**src/hdl/pwt_pkg.sv**
```systemverilog
// constants, types and helpers shared by the periodic pwm timer channel
// Functional notes
// - periodic, one-shot or pwm mode; periodic after reset
// - auto start runs on configure, else waits start
// - output a carries waveform only when enabled
// - stopped pin sits low, high or retained
// - output b has own enable and stop level
// - every period expiry raises an interrupt event
// - enabled output starts at stop level, toggles on expiry in all modes but pwm
// - one-shot also toggles at start, giving one pulse if stopped at expiry
// - count clock divided by prescaler up to 1024
package pwt_pkg;

    localparam int          PWT_ADDR_W      = 8;
    localparam logic [7:0]  PWT_OFF_CTRL    = 8'h00;
    localparam logic [7:0]  PWT_OFF_CMD     = 8'h04;
    localparam logic [7:0]  PWT_OFF_PERIOD  = 8'h08;
    localparam logic [7:0]  PWT_OFF_DUTY    = 8'h0C;
    localparam logic [7:0]  PWT_OFF_COUNT   = 8'h10;
    localparam logic [7:0]  PWT_OFF_STATUS  = 8'h14;
    localparam logic [7:0]  PWT_OFF_MASK    = 8'h18;

    localparam logic [31:0] PWT_CTRL_WMASK  = 32'h0000_1FFF;
    localparam logic [31:0] PWT_CTRL_RST    = 32'h0000_0004;
    localparam int          PWT_CMD_START   = 0;
    localparam int          PWT_CMD_STOP    = 1;
    localparam int          PWT_STS_EXP     = 0;
    localparam int          PWT_STS_RUN     = 1;
    localparam int          PWT_MASK_EXP    = 0;
    localparam logic [1:0]  PWT_RESP_OKAY   = 2'h0;
    localparam logic [1:0]  PWT_RESP_SLVERR = 2'h2;

    localparam int          PWT_PRESC_W     = 10;
    localparam logic [3:0]  PWT_PRESC_MAX   = 4'hA;

    typedef struct packed {
        logic [18:0] rsvd;
        logic [3:0]  presc;
        logic [1:0]  stop_b;
        logic        en_b;
        logic [1:0]  stop_a;
        logic        en_a;
        logic        auto_start;
        logic [1:0]  mode;
    } pwt_ctrl_t;

    typedef enum logic [1:0] {
        PWT_MODE_PERIODIC = 2'h0,
        PWT_MODE_ONESHOT  = 2'h1,
        PWT_MODE_PWM      = 2'h2
    } pwt_mode_t;

    typedef enum logic [1:0] {
        PWT_STOP_LOW  = 2'h0,
        PWT_STOP_HIGH = 2'h1,
        PWT_STOP_KEEP = 2'h2
    } pwt_stop_t;

    typedef enum logic [1:0] {
        PWT_ST_STOP = 2'b01,
        PWT_ST_RUN  = 2'b10
    } pwt_run_t;

    function automatic logic [31:0] pwt_merge(input logic [31:0] old_v,
                                              input logic [31:0] new_v,
                                              input logic [3:0]  strb);
        logic [31:0] res;
        res = old_v;
        for (int i = 0; i < 4; i++) begin
            if (strb[i]) begin
                res[i*8 +: 8] = new_v[i*8 +: 8];
            end
        end
        return res;
    endfunction

    function automatic logic [PWT_PRESC_W-1:0] pwt_presc_limit(input logic [3:0] sel);
        logic [3:0]           s;
        logic [PWT_PRESC_W:0] full;
        s = (sel > PWT_PRESC_MAX) ? PWT_PRESC_MAX : sel;
        full = (11'h001 << s) - 11'h001;
        return full[PWT_PRESC_W-1:0];
    endfunction

endpackage

```
**src/hdl/pwt_link_if.sv**
```systemverilog
// signals shared between the timer core, its prescaler and its pin drivers
`timescale 1ns/100ps
`default_nettype none
interface pwt_link_if;
    import pwt_pkg::*;
    logic        tick;
    logic        running;
    logic        start_pulse;
    logic        expiry;
    pwt_mode_t   mode;
    logic [31:0] count;
    logic [31:0] duty;
    logic [3:0]  presc;
    modport core (input tick, output running, start_pulse, expiry, mode, count, duty, presc);
    modport pre  (input running, presc, output tick);
    modport pin  (input running, start_pulse, expiry, mode, count, duty);
endinterface
`default_nettype wire

```
**src/hdl/pwt_prescaler.sv**
```systemverilog
// count-clock divider: one tick every 2**presc peripheral clocks, presc clamped at 10
`timescale 1ns/100ps
`default_nettype none
module pwt_prescaler
    import pwt_pkg::*;
(
    input  wire logic aclk,
    input  wire logic aresetn,
    pwt_link_if.pre   lk
);
    typedef struct packed {
        logic [PWT_PRESC_W-1:0] cnt;
    } pwt_pre_state_t;

    pwt_pre_state_t         r;
    pwt_pre_state_t         n;
    logic [PWT_PRESC_W-1:0] limit;
    logic                   tick;

    assign limit   = pwt_presc_limit(lk.presc);
    // at or above the limit, so lowering the divider mid-run cannot stall for a wrap
    assign tick    = lk.running && (r.cnt >= limit);
    assign lk.tick = tick;

    // cleared while stopped so every start sees a full first division
    always_comb begin
        n = r;
        if (!lk.running || tick) begin
            n.cnt = '0;
        end else begin
            n.cnt = r.cnt + 1'b1;
        end
    end

    always_ff @(posedge aclk) begin
        if (!aresetn) begin
            r <= '0;
        end else begin
            r <= n;
        end
    end

    a_presc_max_gap: assert property (@(posedge aclk) disable iff (!aresetn)
        tick && (lk.presc >= PWT_PRESC_MAX) |=> !tick [*8])
        else $error("prescaler ticked too soon at divide by 1024");

endmodule
`default_nettype wire

```
**src/hdl/pwt_pin_drv.sv**
```systemverilog
// one timer output pin: stop level, toggle on expiry, one-shot pulse, pwm
`timescale 1ns/100ps
`default_nettype none
module pwt_pin_drv
    import pwt_pkg::*;
(
    input  wire logic       aclk,
    input  wire logic       aresetn,
    pwt_link_if.pin         lk,
    input  wire logic       en,
    input  wire logic [1:0] stop,
    output logic            pin_out
);
    typedef struct packed {
        logic level;
        logic pin;
    } pwt_pin_state_t;

    pwt_pin_state_t r;
    pwt_pin_state_t n;
    logic           base;

    always_comb begin
        n = r;
        case (pwt_stop_t'(stop))
            PWT_STOP_HIGH: base = 1'b1;
            PWT_STOP_KEEP: base = r.level;
            default:       base = 1'b0;
        endcase
        if (lk.start_pulse) begin
            n.level = (lk.mode == PWT_MODE_ONESHOT) ? ~base : base;
        end else if (!lk.running) begin
            n.level = base;
        end else if (lk.mode == PWT_MODE_PWM) begin
            n.level = (lk.count < lk.duty);
        end else if (lk.expiry) begin
            n.level = ~r.level;
        end
        n.pin = en ? n.level : 1'b0;
    end

    always_ff @(posedge aclk) begin
        if (!aresetn) begin
            r <= '0;
        end else begin
            r <= n;
        end
    end

    assign pin_out = r.pin;

    a_pin_disabled: assert property (@(posedge aclk) disable iff (!aresetn)
        !en |=> !pin_out)
        else $error("disabled pin shows timer waveform");
    a_stop_low: assert property (@(posedge aclk) disable iff (!aresetn)
        !lk.running && !lk.start_pulse && en && (stop == PWT_STOP_LOW) |=> !pin_out)
        else $error("stopped pin not at low stop level");
    a_expiry_toggle: assert property (@(posedge aclk) disable iff (!aresetn)
        lk.running && en && lk.expiry && (lk.mode != PWT_MODE_PWM)
        |=> pin_out == !$past(r.level))
        else $error("pin did not toggle on expiry");
    a_oneshot_pulse: assert property (@(posedge aclk) disable iff (!aresetn)
        lk.start_pulse && en && (lk.mode == PWT_MODE_ONESHOT) && (stop == PWT_STOP_LOW)
        |=> pin_out ##1 (pin_out || !lk.running || lk.expiry))
        else $error("one-shot start did not raise the pin");
    a_pwm_duty: assert property (@(posedge aclk) disable iff (!aresetn)
        lk.running && !lk.start_pulse && en && (lk.mode == PWT_MODE_PWM)
        |=> pin_out == ($past(lk.count) < $past(lk.duty)))
        else $error("pwm level disagrees with duty compare");

endmodule
`default_nettype wire

```
**src/hdl/pwt_timer.sv**
```systemverilog
// periodic pwm timer channel: axi4-lite registers, counter, interrupt, pins
`timescale 1ns/100ps
`default_nettype none
module pwt_timer
    import pwt_pkg::*;
(
    input  wire logic                  aclk,
    input  wire logic                  aresetn,
    input  wire logic [PWT_ADDR_W-1:0] s_axi_awaddr,
    input  wire logic                  s_axi_awvalid,
    output logic                       s_axi_awready,
    input  wire logic [31:0]           s_axi_wdata,
    input  wire logic [3:0]            s_axi_wstrb,
    input  wire logic                  s_axi_wvalid,
    output logic                       s_axi_wready,
    output logic [1:0]                 s_axi_bresp,
    output logic                       s_axi_bvalid,
    input  wire logic                  s_axi_bready,
    input  wire logic [PWT_ADDR_W-1:0] s_axi_araddr,
    input  wire logic                  s_axi_arvalid,
    output logic                       s_axi_arready,
    output logic [31:0]                s_axi_rdata,
    output logic [1:0]                 s_axi_rresp,
    output logic                       s_axi_rvalid,
    input  wire logic                  s_axi_rready,
    output logic                       irq,
    output logic                       timer_output_pin_a,
    output logic                       timer_output_pin_b
);
    typedef struct packed {
        logic                  aw_held;
        logic [PWT_ADDR_W-1:0] awaddr;
        logic                  w_held;
        logic [31:0]           wdata;
        logic [3:0]            wstrb;
        logic                  bvalid;
        logic [1:0]            bresp;
        logic                  rvalid;
        logic [31:0]           rdata;
        logic [1:0]            rresp;
        pwt_ctrl_t             ctrl;
        logic [31:0]           period;
        logic [31:0]           duty;
        logic [31:0]           count;
        logic                  sts_exp;
        logic                  mask_exp;
        pwt_run_t              run;
    } pwt_top_state_t;

    localparam pwt_top_state_t PWT_TOP_RST = '{
        ctrl:    pwt_ctrl_t'(PWT_CTRL_RST),
        run:     PWT_ST_STOP,
        bresp:   PWT_RESP_OKAY,
        rresp:   PWT_RESP_OKAY,
        default: '0
    };

    pwt_top_state_t r;
    pwt_top_state_t n;
    pwt_link_if     lk ();

    logic        do_wr;
    logic        ctrl_wr;
    logic        cmd_start;
    logic        cmd_stop;
    logic        sts_clr;
    logic        start_req;
    logic        running;
    logic        expiry;
    logic [31:0] rd;
    logic [1:0]  pin_en;
    logic [1:0]  pin_stop [2];
    logic [1:0]  pin_q;

    assign running = (r.run == PWT_ST_RUN);
    // expiry is the tick on which the count has reached the period value
    assign expiry  = running && lk.tick && (r.count == r.period);

    // writes wait until both address and data are held and no response is pending
    assign do_wr         = r.aw_held && r.w_held && !r.bvalid;
    assign s_axi_awready = !r.aw_held;
    assign s_axi_wready  = !r.w_held;
    assign s_axi_arready = !r.rvalid;

    always_comb begin
        n         = r;
        ctrl_wr   = 1'b0;
        cmd_start = 1'b0;
        cmd_stop  = 1'b0;
        sts_clr   = 1'b0;
        rd        = '0;
        start_req = 1'b0;

        if (s_axi_awvalid && s_axi_awready) begin
            n.aw_held = 1'b1;
            n.awaddr  = s_axi_awaddr;
        end
        if (s_axi_wvalid && s_axi_wready) begin
            n.w_held = 1'b1;
            n.wdata  = s_axi_wdata;
            n.wstrb  = s_axi_wstrb;
        end
        if (r.bvalid && s_axi_bready) begin
            n.bvalid = 1'b0;
        end

        if (do_wr) begin
            n.aw_held = 1'b0;
            n.w_held  = 1'b0;
            n.bvalid  = 1'b1;
            n.bresp   = PWT_RESP_OKAY;
            case (r.awaddr)
                PWT_OFF_CTRL: begin
                    n.ctrl  = pwt_ctrl_t'(pwt_merge(r.ctrl, r.wdata, r.wstrb)
                                          & PWT_CTRL_WMASK);
                    ctrl_wr = 1'b1;
                end
                PWT_OFF_CMD: begin
                    cmd_start = r.wstrb[0] && r.wdata[PWT_CMD_START];
                    cmd_stop  = r.wstrb[0] && r.wdata[PWT_CMD_STOP];
                end
                PWT_OFF_PERIOD: begin
                    n.period = pwt_merge(r.period, r.wdata, r.wstrb);
                end
                PWT_OFF_DUTY: begin
                    n.duty = pwt_merge(r.duty, r.wdata, r.wstrb);
                end
                PWT_OFF_COUNT: begin
                    n.bresp = PWT_RESP_OKAY;
                end
                PWT_OFF_STATUS: begin
                    sts_clr = r.wstrb[0] && r.wdata[PWT_STS_EXP];
                end
                PWT_OFF_MASK: begin
                    if (r.wstrb[0]) begin
                        n.mask_exp = r.wdata[PWT_MASK_EXP];
                    end
                end
                default: begin
                    n.bresp = PWT_RESP_SLVERR;
                end
            endcase
        end

        if (r.rvalid && s_axi_rready) begin
            n.rvalid = 1'b0;
        end
        if (s_axi_arvalid && s_axi_arready) begin
            n.rvalid = 1'b1;
            n.rresp  = PWT_RESP_OKAY;
            case (s_axi_araddr)
                PWT_OFF_CTRL:   rd = r.ctrl;
                PWT_OFF_CMD:    rd = '0;
                PWT_OFF_PERIOD: rd = r.period;
                PWT_OFF_DUTY:   rd = r.duty;
                PWT_OFF_COUNT:  rd = r.count;
                PWT_OFF_STATUS: begin
                    rd[PWT_STS_EXP] = r.sts_exp;
                    rd[PWT_STS_RUN] = running;
                end
                PWT_OFF_MASK: begin
                    rd[PWT_MASK_EXP] = r.mask_exp;
                end
                default: begin
                    n.rresp = PWT_RESP_SLVERR;
                end
            endcase
            n.rdata = rd;
        end

        // a new configuration with auto start set begins counting at once
        start_req = cmd_start || (ctrl_wr && n.ctrl.auto_start);

        case (r.run)
            PWT_ST_STOP: begin
                if (start_req && !cmd_stop) begin
                    n.run   = PWT_ST_RUN;
                    n.count = '0;
                end
            end
            PWT_ST_RUN: begin
                // one-shot relies on software stopping from the expiry handler
                if (cmd_stop) begin
                    n.run = PWT_ST_STOP;
                end
                if (lk.tick) begin
                    n.count = (r.count == r.period) ? '0 : r.count + 32'h0000_0001;
                end
            end
            default: begin
                n.run = PWT_ST_STOP;
            end
        endcase

        // an expiry in the clearing cycle wins so no event is lost
        n.sts_exp = (r.sts_exp && !sts_clr) || expiry;
    end

    always_ff @(posedge aclk) begin
        if (!aresetn) begin
            r <= PWT_TOP_RST;
        end else begin
            r <= n;
        end
    end

    assign s_axi_bvalid = r.bvalid;
    assign s_axi_bresp  = r.bresp;
    assign s_axi_rvalid = r.rvalid;
    assign s_axi_rdata  = r.rdata;
    assign s_axi_rresp  = r.rresp;
    assign irq          = r.sts_exp && r.mask_exp;

    assign lk.running     = running;
    assign lk.start_pulse = (r.run == PWT_ST_STOP) && (n.run == PWT_ST_RUN);
    assign lk.expiry      = expiry;
    assign lk.mode        = pwt_mode_t'(r.ctrl.mode);
    assign lk.count       = r.count;
    assign lk.duty        = r.duty;
    assign lk.presc       = r.ctrl.presc;

    pwt_prescaler u_presc (
        .aclk    (aclk),
        .aresetn (aresetn),
        .lk      (lk.pre)
    );

    // each pin has its own enable and stop level
    assign pin_en      = {r.ctrl.en_b, r.ctrl.en_a};
    assign pin_stop[0] = r.ctrl.stop_a;
    assign pin_stop[1] = r.ctrl.stop_b;

    for (genvar g = 0; g < 2; g++) begin : g_pin
        pwt_pin_drv u_pin (
            .aclk    (aclk),
            .aresetn (aresetn),
            .lk      (lk.pin),
            .en      (pin_en[g]),
            .stop    (pin_stop[g]),
            .pin_out (pin_q[g])
        );
    end

    assign timer_output_pin_a = pin_q[0];
    assign timer_output_pin_b = pin_q[1];

    a_reset_mode: assert property (@(posedge aclk) disable iff (!aresetn)
        $rose(aresetn) |-> (r.ctrl.mode == PWT_MODE_PERIODIC) && !r.ctrl.en_a)
        else $error("mode after reset is not periodic");
    a_auto_start: assert property (@(posedge aclk) disable iff (!aresetn)
        ctrl_wr && n.ctrl.auto_start && !running |=> running && (r.count == 32'h0))
        else $error("auto start did not start the counter");
    a_stay_stopped: assert property (@(posedge aclk) disable iff (!aresetn)
        !running && !cmd_start && !ctrl_wr |=> !running)
        else $error("counter started without a start request");
    a_expiry_sticky: assert property (@(posedge aclk) disable iff (!aresetn)
        expiry ##1 r.mask_exp |-> irq)
        else $error("expiry did not raise the interrupt");
    a_count_wrap: assert property (@(posedge aclk) disable iff (!aresetn)
        running && lk.tick && (r.count == r.period) && !cmd_stop |=> (r.count == 32'h0))
        else $error("count did not wrap at the period");
    a_start_cmd: assert property (@(posedge aclk) disable iff (!aresetn)
        cmd_start && !cmd_stop && !running |=> running && (r.count == 32'h0))
        else $error("start command did not start the counter");
    a_stop_cmd: assert property (@(posedge aclk) disable iff (!aresetn)
        cmd_stop |=> !running)
        else $error("stop command did not stop the counter");
    a_sts_clear: assert property (@(posedge aclk) disable iff (!aresetn)
        sts_clr && !expiry |=> !r.sts_exp)
        else $error("expired flag not cleared by write one");
    a_sts_set_wins: assert property (@(posedge aclk) disable iff (!aresetn)
        expiry |=> r.sts_exp)
        else $error("expiry did not set the expired flag");
    a_count_step: assert property (@(posedge aclk) disable iff (!aresetn)
        running && !lk.tick |=> $stable(r.count))
        else $error("count moved without a prescaler tick");
    a_presc_unit: assert property (@(posedge aclk) disable iff (!aresetn)
        running && (lk.presc == 4'h0) |-> lk.tick)
        else $error("undivided count clock missed a tick");
    a_pins_reset: assert property (@(posedge aclk) disable iff (!aresetn)
        $rose(aresetn) |-> !timer_output_pin_a && !timer_output_pin_b)
        else $error("output pins not low after reset");

    // bus answers must stand until the master takes them
    a_bresp_hold: assert property (@(posedge aclk) disable iff (!aresetn)
        s_axi_bvalid && !s_axi_bready |=> s_axi_bvalid && $stable(s_axi_bresp))
        else $error("write response dropped before bready");
    a_rdata_hold: assert property (@(posedge aclk) disable iff (!aresetn)
        s_axi_rvalid && !s_axi_rready
        |=> s_axi_rvalid && $stable(s_axi_rdata) && $stable(s_axi_rresp))
        else $error("read data changed before rready");

endmodule
`default_nettype wire

```
**config.mk**
```make
export PLATFORM = sky130hd
export DESIGN_NAME = pwt_timer
export DESIGN_NICKNAME = d
export VERILOG_FILES = /design/src/hdl/pwt_pkg.sv /design/src/hdl/pwt_link_if.sv /design/src/hdl/pwt_prescaler.sv /design/src/hdl/pwt_pin_drv.sv /design/src/hdl/pwt_timer.sv
export SDC_FILE = /design/constraint.sdc
export NUM_CORES = 1
export LEC_CHECK = 0
export BUFFER_PORTS_ARGS = -buffer_cell sky130_fd_sc_hd__clkbuf_2
export CORE_UTILIZATION = 30
export DETAILED_ROUTE_END_ITERATION = 8
export PLACE_DENSITY = 0.45
export SLEW_MARGIN = 20
export SYNTH_ARGS = -nofsm -noshare
export SYNTH_HDL_FRONTEND = slang
export SYNTH_SLANG_ARGS = --single-unit
```
**constraint.sdc**
```tcl
create_clock -name aclk -period 8.4 [get_ports aclk]
set_input_delay 0.42 -clock aclk [delete_from_list [all_inputs] [get_ports aclk]]
set_output_delay 0.42 -clock aclk [all_outputs]
set_load 0.03 [all_outputs]
```
---- Word-level counts from Yosys, hierarchy flattened ----
Index checks and enable logic that the tools add are counted.
operators by class
  reductions and logical operators ........ 50
  shift-type cells ........................ 1
  bitwise gates (word level) .............. 5
  mux-type cells .......................... 50
  eq/ne operators ......................... 24
  add/subtract/negate cells ............... 3
  $lt $le $gt $ge ......................... 3
operators with widths
  kind                                                                   number
  32-bit two-way mux                                                     5
  30-bit one-hot mux with 4 select lines                                 1
  67-bit two-way mux                                                     1
  8-bit two-way mux                                                      8
  32-bit one-hot mux with 2 select lines                                 1
  8-bit by 5-bit equality test with 1-bit output, second input constant  6
  3-bit AND reduction                                                    12
  35-bit two-way mux                                                     1
  32-bit by 1-bit adder with 32-bit output, second input constant        1
  32-bit equality test                                                   1
  8-bit by 4-bit equality test with 1-bit output, second input constant  4
  32-bit < comparator                                                    1
  1-bit two-way mux                                                      20
  1-bit logical AND                                                      17
  8-bit by 3-bit equality test with 1-bit output, second input constant  2
  8-bit logical NOT                                                      2
  7-bit OR reduction                                                     2
  10-bit by 1-bit adder with 10-bit output, second input constant        1
  2-bit equality test, second input constant                             5
  10-bit >= comparator                                                   1
  1-bit by 4-bit << shifter with 10-bit output, first input constant     1
  10-bit by 1-bit subtractor with 10-bit output, second input constant   1
  3-bit two-way mux                                                      3
  2-bit by 1-bit equality test with 1-bit output, second input constant  4
  14 further kinds                                                       35
word-level totals
  output and inout bits ................... 44
  flip-flop bits (word level) ............. 211
  logic and storage cells ................. 171
  input bits .............................. 59

---- Longest topological paths before layout ----
Gate-level depths: netlist of run 1.
  depth in word-level cells ............... 12
  depth in mapped cells ................... 17
  mapped depth without buffers ............ 14

---- Cells and area by module ----
Synthesis of run 1 repeated with hierarchy kept, for this count alone.
unflattened totals
  cells, all modules ...................... 1,438
  area, all modules ....................... 11,692.5 µm²
by module, submodules not included
  module         cells an instance  area an instance (µm²)  instances  sequential area each (µm²)
  pwt_timer      1,081              8,904.8                 1          3,903.7
  pwt_pin_drv    133                975.9                   2          40.0
  pwt_prescaler  91                 835.8                   1          200.2

---- Worst setup path after synthesis of run 1 ----
Ideal clock, no wire load.
  path type ............................... reg2reg
  start ................................... register r (netlist bit lk.presc[1])
  end ..................................... register r (netlist bit lk.count[24])
  clock period less this slack ............ 3.669 ns
  arrival ................................. 3.598 ns
  cell stages (with the launch flop) ...... 17
  required time ........................... 8.329 ns
  setup time .............................. 0.071 ns
  setup slack ............................. 4.731 ns
  buffers on the path ..................... 3
  cells stage by stage .................... dfxtp_1 -> clkbuf_1 -> nor2_1 -> nand3_1 -> ha_1 -> clkbuf_1 -> nor3_1 -> a21oi_1 -> o21a_1 -> ha_1 -> o211ai_1 -> or4_1 -> clkbuf_1 -> a311oi_4 -> nand3_4 -> or4_1 -> a21oi_1
on the way
  word-level cells in the longest chain between the ends .. 8
ends and longest elaborated chain
  item                                               line                 text
  start, declared                                    pwt_timer.sv:58      pwt_top_state_t r;
  start signal, assigned                             pwt_timer.sv:203     r <= n;
  4-bit > comparator                                 pwt_pkg.sv:80        s = (sel > PWT_PRESC_MAX) ? PWT_PRESC_MAX : sel;
  4-bit two-way mux (*)                              pwt_pkg.sv:80
  1-bit by 4-bit << shifter with 10-bit output (*)   pwt_pkg.sv:81        full = (11'h001 << s) - 11'h001;
  10-bit by 1-bit subtractor with 10-bit output (*)  pwt_pkg.sv:81
  10-bit >= comparator (*)                           pwt_prescaler.sv:22  assign tick = lk.running && (r.cnt >= limit);
  1-bit logical AND (*)                              pwt_prescaler.sv:22
  2-bit inequality test (no source line) (*)         n/a
  3-bit AND reduction (no source line) (*)           n/a
Mark *: on every way between the ends. The rest lies on a longest branch, timed or not.
A chain may end at the register's enable or synchronous reset.

---- Worst setup path after layout of run 1 ----
  start ................................... register r (netlist bit lk.presc[1])
  end ..................................... register r (netlist bit lk.count[26])
The elaborated chain is that of the path after synthesis.

==> flow_summary_export.csv, run 1 <==
group,metric,value,unit
synth,yosys.area_share.simple,22.9,%
power,seqPwrFrac,45.5,%
finish,num_antenna_cells,0,
setup_path,worstPathCellList,"nor2_1 > nand3_1 > ha_1 > nor4_1 > a21o_1 > a21oi_1 > ha_1 > nand3_1 > or4_1 > a311oi_4 > buf_4 > nand3_4 > or4_1 > a21oi_1",
grt,antenna_found_initial,0,
placed_design,finalWeightedCongestion,0.861,
setup_path,cp_max_fo,28,
sta,clock_skew,0.0217,ns
grt,track_usage,17.5,%
power,ir_worst_vdd,0.111,mV
setup_path,cp.arrival,4.47,ns
sta,relSlewSlack,37.5,%
detailed_routing,drtIter0Drc,582,
sta,hold_viol,0,
placed_design,dp_hpwl,22.5,mm
synth,synthArstFlopShare,0,%
finish,layout_commonest_cell,"nand2_1",
sta,finalCritPeriodShare,47.8,%
synth,synth_mux_area_share,2.83,%
finish,mostFrequentLayoutCells,"nand2_1, dfxtp_1, a21oi_1",
power,p_comb_share,7.1,%
synth,synth_top_area_share,39.6,%
power,switching_share,25.2,%
cts,cts_made_buffers,25,
detailed_routing,finalWirelength,31.3,mm
cts,clockBufferDepth,3,
synth,yosysSeqAreaShare,39.6,%
synth,syn-cell-area,10600,sq um
setup_path,worst_setup_path_end_kind,"flop",
sta,rsz0062_at_grt,"no",
power,power_leakage,4.62,nW
synth,yosys.area_share.adder,5.92,%
synth,synth_edf_count,0,
cts,cts.sinks,209,
synth,synth_top_area_cell,"dfxtp_1",
die,die_y,190,um
cts,ctsHoldBuffers,0,
power,p_int,1.71,mW
synth,synth.distinct_cells,55,
placed_design,port_buffers,100,
placed_design,place_area,11200,sq um
power,p_switching,579,uW
sta,setup_tns,0,ns
setup_path,crit_slowest_cell,"or4_1",
sta,clock.fmax,0.249,GHz
detailed_routing,drc,0,
run_status,status,"finished, final reports clean",
synth,synth_area_leaders,"dfxtp_1, a21oi_1, nand2_1, ha_1, xor2_1",
detailed_routing,drtAntennaViolNets,0,
detailed_routing,num_vias,9111,
sta,period_needed,4.02,ns
cts,htreeDepth,1,
sta,worst_pin_slew,0.938,ns
cts,cts_root_buf,"clkbuf_16",
setup_path,cpPeakStageDelay,0.61,ns
sta,fin_ws,4.39,ns
finish,n_fill_cell,3658,
finish,area_growth,13.7,%
power,clockPowerShare,47.4,%
synth,synth_flop_cell,"dfxtp_1",
die,rows,68,
placed_design,post-place-ws,4.47,ns
finish,drive_above_1_share,12.4,%
synth,ys_ff_latch,209,
worst_hold_path,hold_path_class,"input pin to flop",
sta,final_max_slew_viol_count,0,
synth,synth_top_family_by_area,"simple AND/OR/NAND/NOR gates",
detailed_routing,firstDrtPassIters,5,
grt,grt_max_degree,89,
finish,final_cell_area,12000,sq um
cts,post_cts_buffers,0,
sta,setup_viol,0,
die,start_util,30.5,%
grt,gr-total-overflow,0,
detailed_routing,vias_per_cell,4.94,
run,maxCapViolCount,0,
synth,syn_inst,1351,
synth,syn_avg_cell_area,7.83,sq um
synth,synth_xor_xnor_area_share,5.72,%
sta,timing.hold.ws,0.0802,ns
cts,cts_tree,"built",
synth,ys_warn_count,0,
grt,grt_pass1_vias,8622,
grt,grt_pass1_wl,50.0,mm
cts,worstSkewPairLatency,0.53,ns
synth,synth-compound-area-share,15.6,%
die,num_io_pins,103,
die,die-area,36000,sq um
cts,clk_pin_slew_worst_paths,0.06,ns
worst_hold_path,hold_path_depth,2,
cts,cts_resized,0,
setup_path,cp.required,8.86,ns
power,powerDensity,191,nW/um^2
finish,finalNetCount,1483,
setup_path,crit_type,"flop to flop",
setup_path,reg2reg_depth,14,
die,fp.coreArea,34600,sq um
detailed_routing,wire_per_inst,16.9,um
die,die_width,190,um
setup_path,worstSetupStartpointType,"flop",
==> power groups by stage <==
stage / registers (mW) / clock network, mW / logic (mW)
4_1_cts: 1.04 / 1.12 / 0.166
3_5_place_dp: 1.06 / 0 / 0.165
3_3_place_gp: 1.06 / 0 / 0.165
5_1_grt: 1.05 / 1.16 / 0.183
6_report: 1.04 / 1.09 / 0.163
2_1_floorplan: 1.05 / 0 / 0.118
==> final timing paths <==
| kind | start | slack (ns) | to |
|---|---|---|---|
| worst max-delay path | lk.presc[1] | 4.39 | lk.count[26] |
| worst max register to register | lk.presc[1] | 4.39 | lk.count[26] |
| worst min-delay path | s_axi_rready | 0.08 | s_axi_rvalid |
| worst min register to register | lk.duty[1] | 0.46 | lk.duty[1] |
==> cells in the mapped netlist, types with 3 or more instances <==
master    instances
nand2_1         217
dfxtp_1         209
a21oi_1         195
nor2_1          123
nand3_1          88
clkbuf_1         76
xor2_1           60
inv_1            56
ha_1             50
buf_4            36
nand4_1          32
a22oi_1          29
o21ai_0          23
mux2i_1          22
nor4_1           13
and3_1           12
nand2b_1         10
xnor2_1           9
mux2_2            7
a211oi_1          6
nor2b_1           6
nor3_1            6
o31ai_1           6
or4_1             6
and2_1            5
nand3b_1          4
o21a_1            4
a31oi_1           3
buf_1             3
buf_2             3
==> state kept, by name, indices dropped and copies added (netlist names), 2 cells and up <==
| name | cells |
|---|---|
| g_pin.u_pin.r | 2 |
| pin_stop | 4 |
| lk.count | 32 |
| g_pin.u_pin.pin_out | 2 |
| u_presc.r | 10 |
| pin_en | 2 |
| s_axi_rdata | 32 |
| lk.mode | 2 |
| lk.presc | 4 |
| r | 83 |
| lk.duty | 32 |
==> per-stage QoR <==
stage          power [mW]  cells  util, %
3_5_place_dp         1.23   1802     32.3
5_1_grt              2.39   1846     34.7
4_1_cts              2.33   1846     34.7
2_1_floorplan        1.17   1352        -
3_3_place_gp         1.23   1802     32.3
6_report             2.29   1846     34.7
==> metal layers <==
metal	vias up	wire length, um	GRT usage [%]
met5	-	0	0
met4	0	806	5.37
met3	42	1400	2.05
met2	187	12400	24.5
met1	4227	16700	27.3
li1	4655	-	-
==> critical path, delay by kind of cell, from the launching register on <==
kind	cells	cell delay [ns]
flops	1	0.40
compound gates	4	0.67
buf+inv	1	0.36
simple gates	7	1.85
fa+ha+maj	2	0.64
==> cell type report <==
type / instances / area [sq um] / share of cell area [%]
multi-input combinational: 969 / 5640 / 46.9
sequential: 209 / 4180 / 34.8
clock buffer: 34 / 709 / 5.90
timing repair buffer: 113 / 598 / 4.98
tap: 455 / 569 / 4.74
inverter: 56 / 213 / 1.77
clock inverter: 10 / 110 / 0.916
==> kinds of logic (layout without fill, tap and decap cells) <==
| group | after synthesis | in the layout |
|---|---|---|
| compound gates | 287 | 287 |
| xor+xnor | 69 | 69 |
| fa+ha+maj | 50 | 50 |
| buf+inv | 174 | 213 |
| flops | 209 | 209 |
| mux | 29 | 29 |
| other cells | 1 | 2 |
| simple gates | 532 | 532 |
Power figures use the tool's default switching activity.
==> run 2: changes to the inputs <==
clock period = 3.71 ns   (was 8.4 ns; I/O delays follow)
==> run 2 against run 1 <==
  * Combinational power grew to 2.8 times the previous value
  * Via count grew 2.5%
  * Sequential share of layout area shrank 1.9 points
  * Sequential power grew 130%
  * Routed wire length grew 1.8%
  * Total power grew 130%
  * Clock-buffer cell count grew 4
  * Critical path depth is the same
  * Final area grew 5.9%
  * Sequential cell count is the same
  * Cell count grew 3.7%
  * Highest routed layer unchanged
==> flow_summary_export.csv, run 2 (same netlist as run 1, synthesis figures left out) <==
group,metric,value,unit
run_status,status,"finished, final reports clean",
cts,cts_tree,"built",
detailed_routing,firstDrtPassIters,7,
setup_path,rrSetupSlack,0.28,ns
power,power_leakage,4.95,nW
die,fp.coreArea,34600,sq um
finish,multi_input_area,5640,sq um
setup_path,cp_max_fo,9,
grt,track_usage,17.7,%
setup_path,cp_common_cell,"a21oi_1",
cts,cts_made_buffers,26,
grt,grt_pass1_wl,50.6,mm
grt,met3_usage,2.58,%
detailed_routing,drtAntennaViolNets,0,
finish,num_antenna_cells,0,
finish,largest_reg_flops,83,
detailed_routing,vias_per_cell,4.88,
sta,setup_viol,0,
sta,rsz0062_at_grt,"no",
power,powerDensity,422,nW/um^2
finish,n_fill_cell,3685,
placed_design,placed_cells,1815,
placed_design,finalWeightedCongestion,0.865,
sta,period_needed,3.43,ns
grt,gr-total-overflow,0,
setup_path,cp.required,4.16,ns
worst_hold_path,hold_path_depth,3,
finish,top_register,"r",
run,maxCapViolCount,0,
setup_path,r2r-start,"lk.presc[0]",
die,die_y,190,um
power,ir_worst_vdd,0.289,mV
cts,clockBufferDepth,3,
finish,stdcell_count,1914,
placed_design,port_buffers,100,
sta,relSlewSlack,37.7,%
sta,clock.fmax,0.292,GHz
setup_path,worst_setup_path_end_kind,"flop",
sta,setup_tns,0,ns
finish,area_growth,20.4,%
worst_hold_path,hold_path_class,"input pin to flop",
setup_path,reg2reg_depth,14,
setup_path,crit_slowest_cell,"or4_4",
setup_path,regToRegEndpoint,"lk.count[26]",
finish,layout_commonest_cell,"nand2_1",
worst_hold_path,min_from,"s_axi_araddr[4]",
grt,grt_max_degree,73,
grt,grt.busiest_layer,"met1",
setup_path,cpPeakStageDelay,0.57,ns
grt,gr-usage-met2,25.6,%
setup_path,worstSetupStartpointType,"flop",
placed_design,post-place-ws,0.0705,ns
finish,drive_above_1_share,13.1,%
sta,clock_skew,0.0169,ns
cts,clk_pin_slew_worst_paths,0.06,ns
grt,grt_pass1_vias,8862,
sta,fin_ws,0.282,ns
die,rows,68,
cts,htreeDepth,1,
detailed_routing,finalWirelength,31.8,mm
die,start_util,30.5,%
detailed_routing,drtIter0Drc,721,
worst_hold_path,whs_endpoint,"s_axi_rresp[1]",
detailed_routing,wire_per_inst,16.6,um
setup_path,crit_type,"flop to flop",
power,power,5.38,mW
die,die_width,190,um
placed_design,dp_hpwl,23.1,mm
setup_path,worstPathCellList,"inv_1 > nand3_1 > ha_2 > nor3_1 > a21oi_1 > o21a_1 > ha_1 > o211ai_1 > or4_4 > a311oi_4 > buf_4 > nand3_4 > or4_1 > a21oi_1",
cts,worstSkewPairLatency,0.53,ns
finish,mostFrequentLayoutCells,"nand2_1, dfxtp_1, a21oi_1",
setup_path,cp.arrival,3.88,ns
sta,worst_pin_slew,0.933,ns
grt,antenna_found_initial,0,
finish,seq_area,4180,sq um
finish,finalNetCount,1548,
detailed_routing,num_vias,9343,
grt,grt_use_met1,27.2,%
sta,finalCritPeriodShare,92.4,%
sta,hold_viol,0,
detailed_routing,drc,0,
cts,cts.sinks,209,
die,num_io_pins,103,
sta,final_max_slew_viol_count,0,
die,die-area,36000,sq um
cts,cts_root_buf,"clkbuf_16",
==> run 2: final cells by class <==
cell class	count	area share (%)
clock inverters	10	0.846
repair buffers	177	9.75
inverters	56	1.67
well taps	455	4.47
flip-flops and latches	209	32.9
clock buffers	38	6.03
multi-input cells	969	44.3
==> run 2: per-layer routing <==
metal | up-vias | part of all wire, %
met4 | 0 | 1.8
met3 | 37 | 4.7
li1 | 4789 | -
met5 | - | 0
met2 | 186 | 41
met1 | 4331 | 52
==> run 2: worst max-delay path by stage <==
stage           startpoint            to  slack, ns  cells past startpoint
5_1_grt        lk.presc[1]  lk.count[28]       0.04                     14
6_report       lk.presc[0]  lk.count[26]       0.28                     14
2_1_floorplan  lk.presc[1]  lk.count[24]       0.04                     16
3_3_place_gp   lk.presc[1]  lk.count[26]       0.13                     13
4_1_cts        lk.presc[0]  lk.count[26]       0.05                     13
3_5_place_dp   lk.presc[0]  lk.count[28]       0.07                     13
==> run 2: critical path, delay by kind of cell (launching register included) <==
| family | cells | cell delay, ns |
|---|---|---|
| buffers and inverters | 2 | 0.32 |
| AOI/OAI and AO/OA | 5 | 0.76 |
| adders and majority gates | 2 | 0.51 |
| and+or+nand+nor | 5 | 1.40 |
| DFF | 1 | 0.37 |
==> run 2: stage by stage <==
| stage | util (%) | cell area [sq um] | hold slack [ns] |
|---|---|---|---|
| after CTS | 36.7 | 12700 | 0.0111 |
| after global placement | 32.7 | 11300 | 0.371 |
| after detailed placement | 32.7 | 11300 | 0.383 |
| after global routing | 36.7 | 12700 | 0.0206 |
| final | 36.7 | 12700 | 0.0276 |
| after floorplan | - | 10600 | 0.285 |
==> run 2: what timing repair did <==
action                                  in CTS  in global routing
resized for setup                            0                  2
setup buffers                                0                  1
endpoints found under the hold margin       49                  0
hold buffers                                50                  0
endpoints found under the setup margin       0                 28
==> run 2: power by group <==
group | total, mW | switching (mW) | leakage [nW] | internal [mW]
sequential | 2.35 | 0.0628 | 1.69 | 2.29
combinational | 0.454 | 0.278 | 2.82 | 0.176
clock | 2.57 | 0.999 | 0.436 | 1.57
total | 5.38 | 1.34 | 4.95 | 4.04
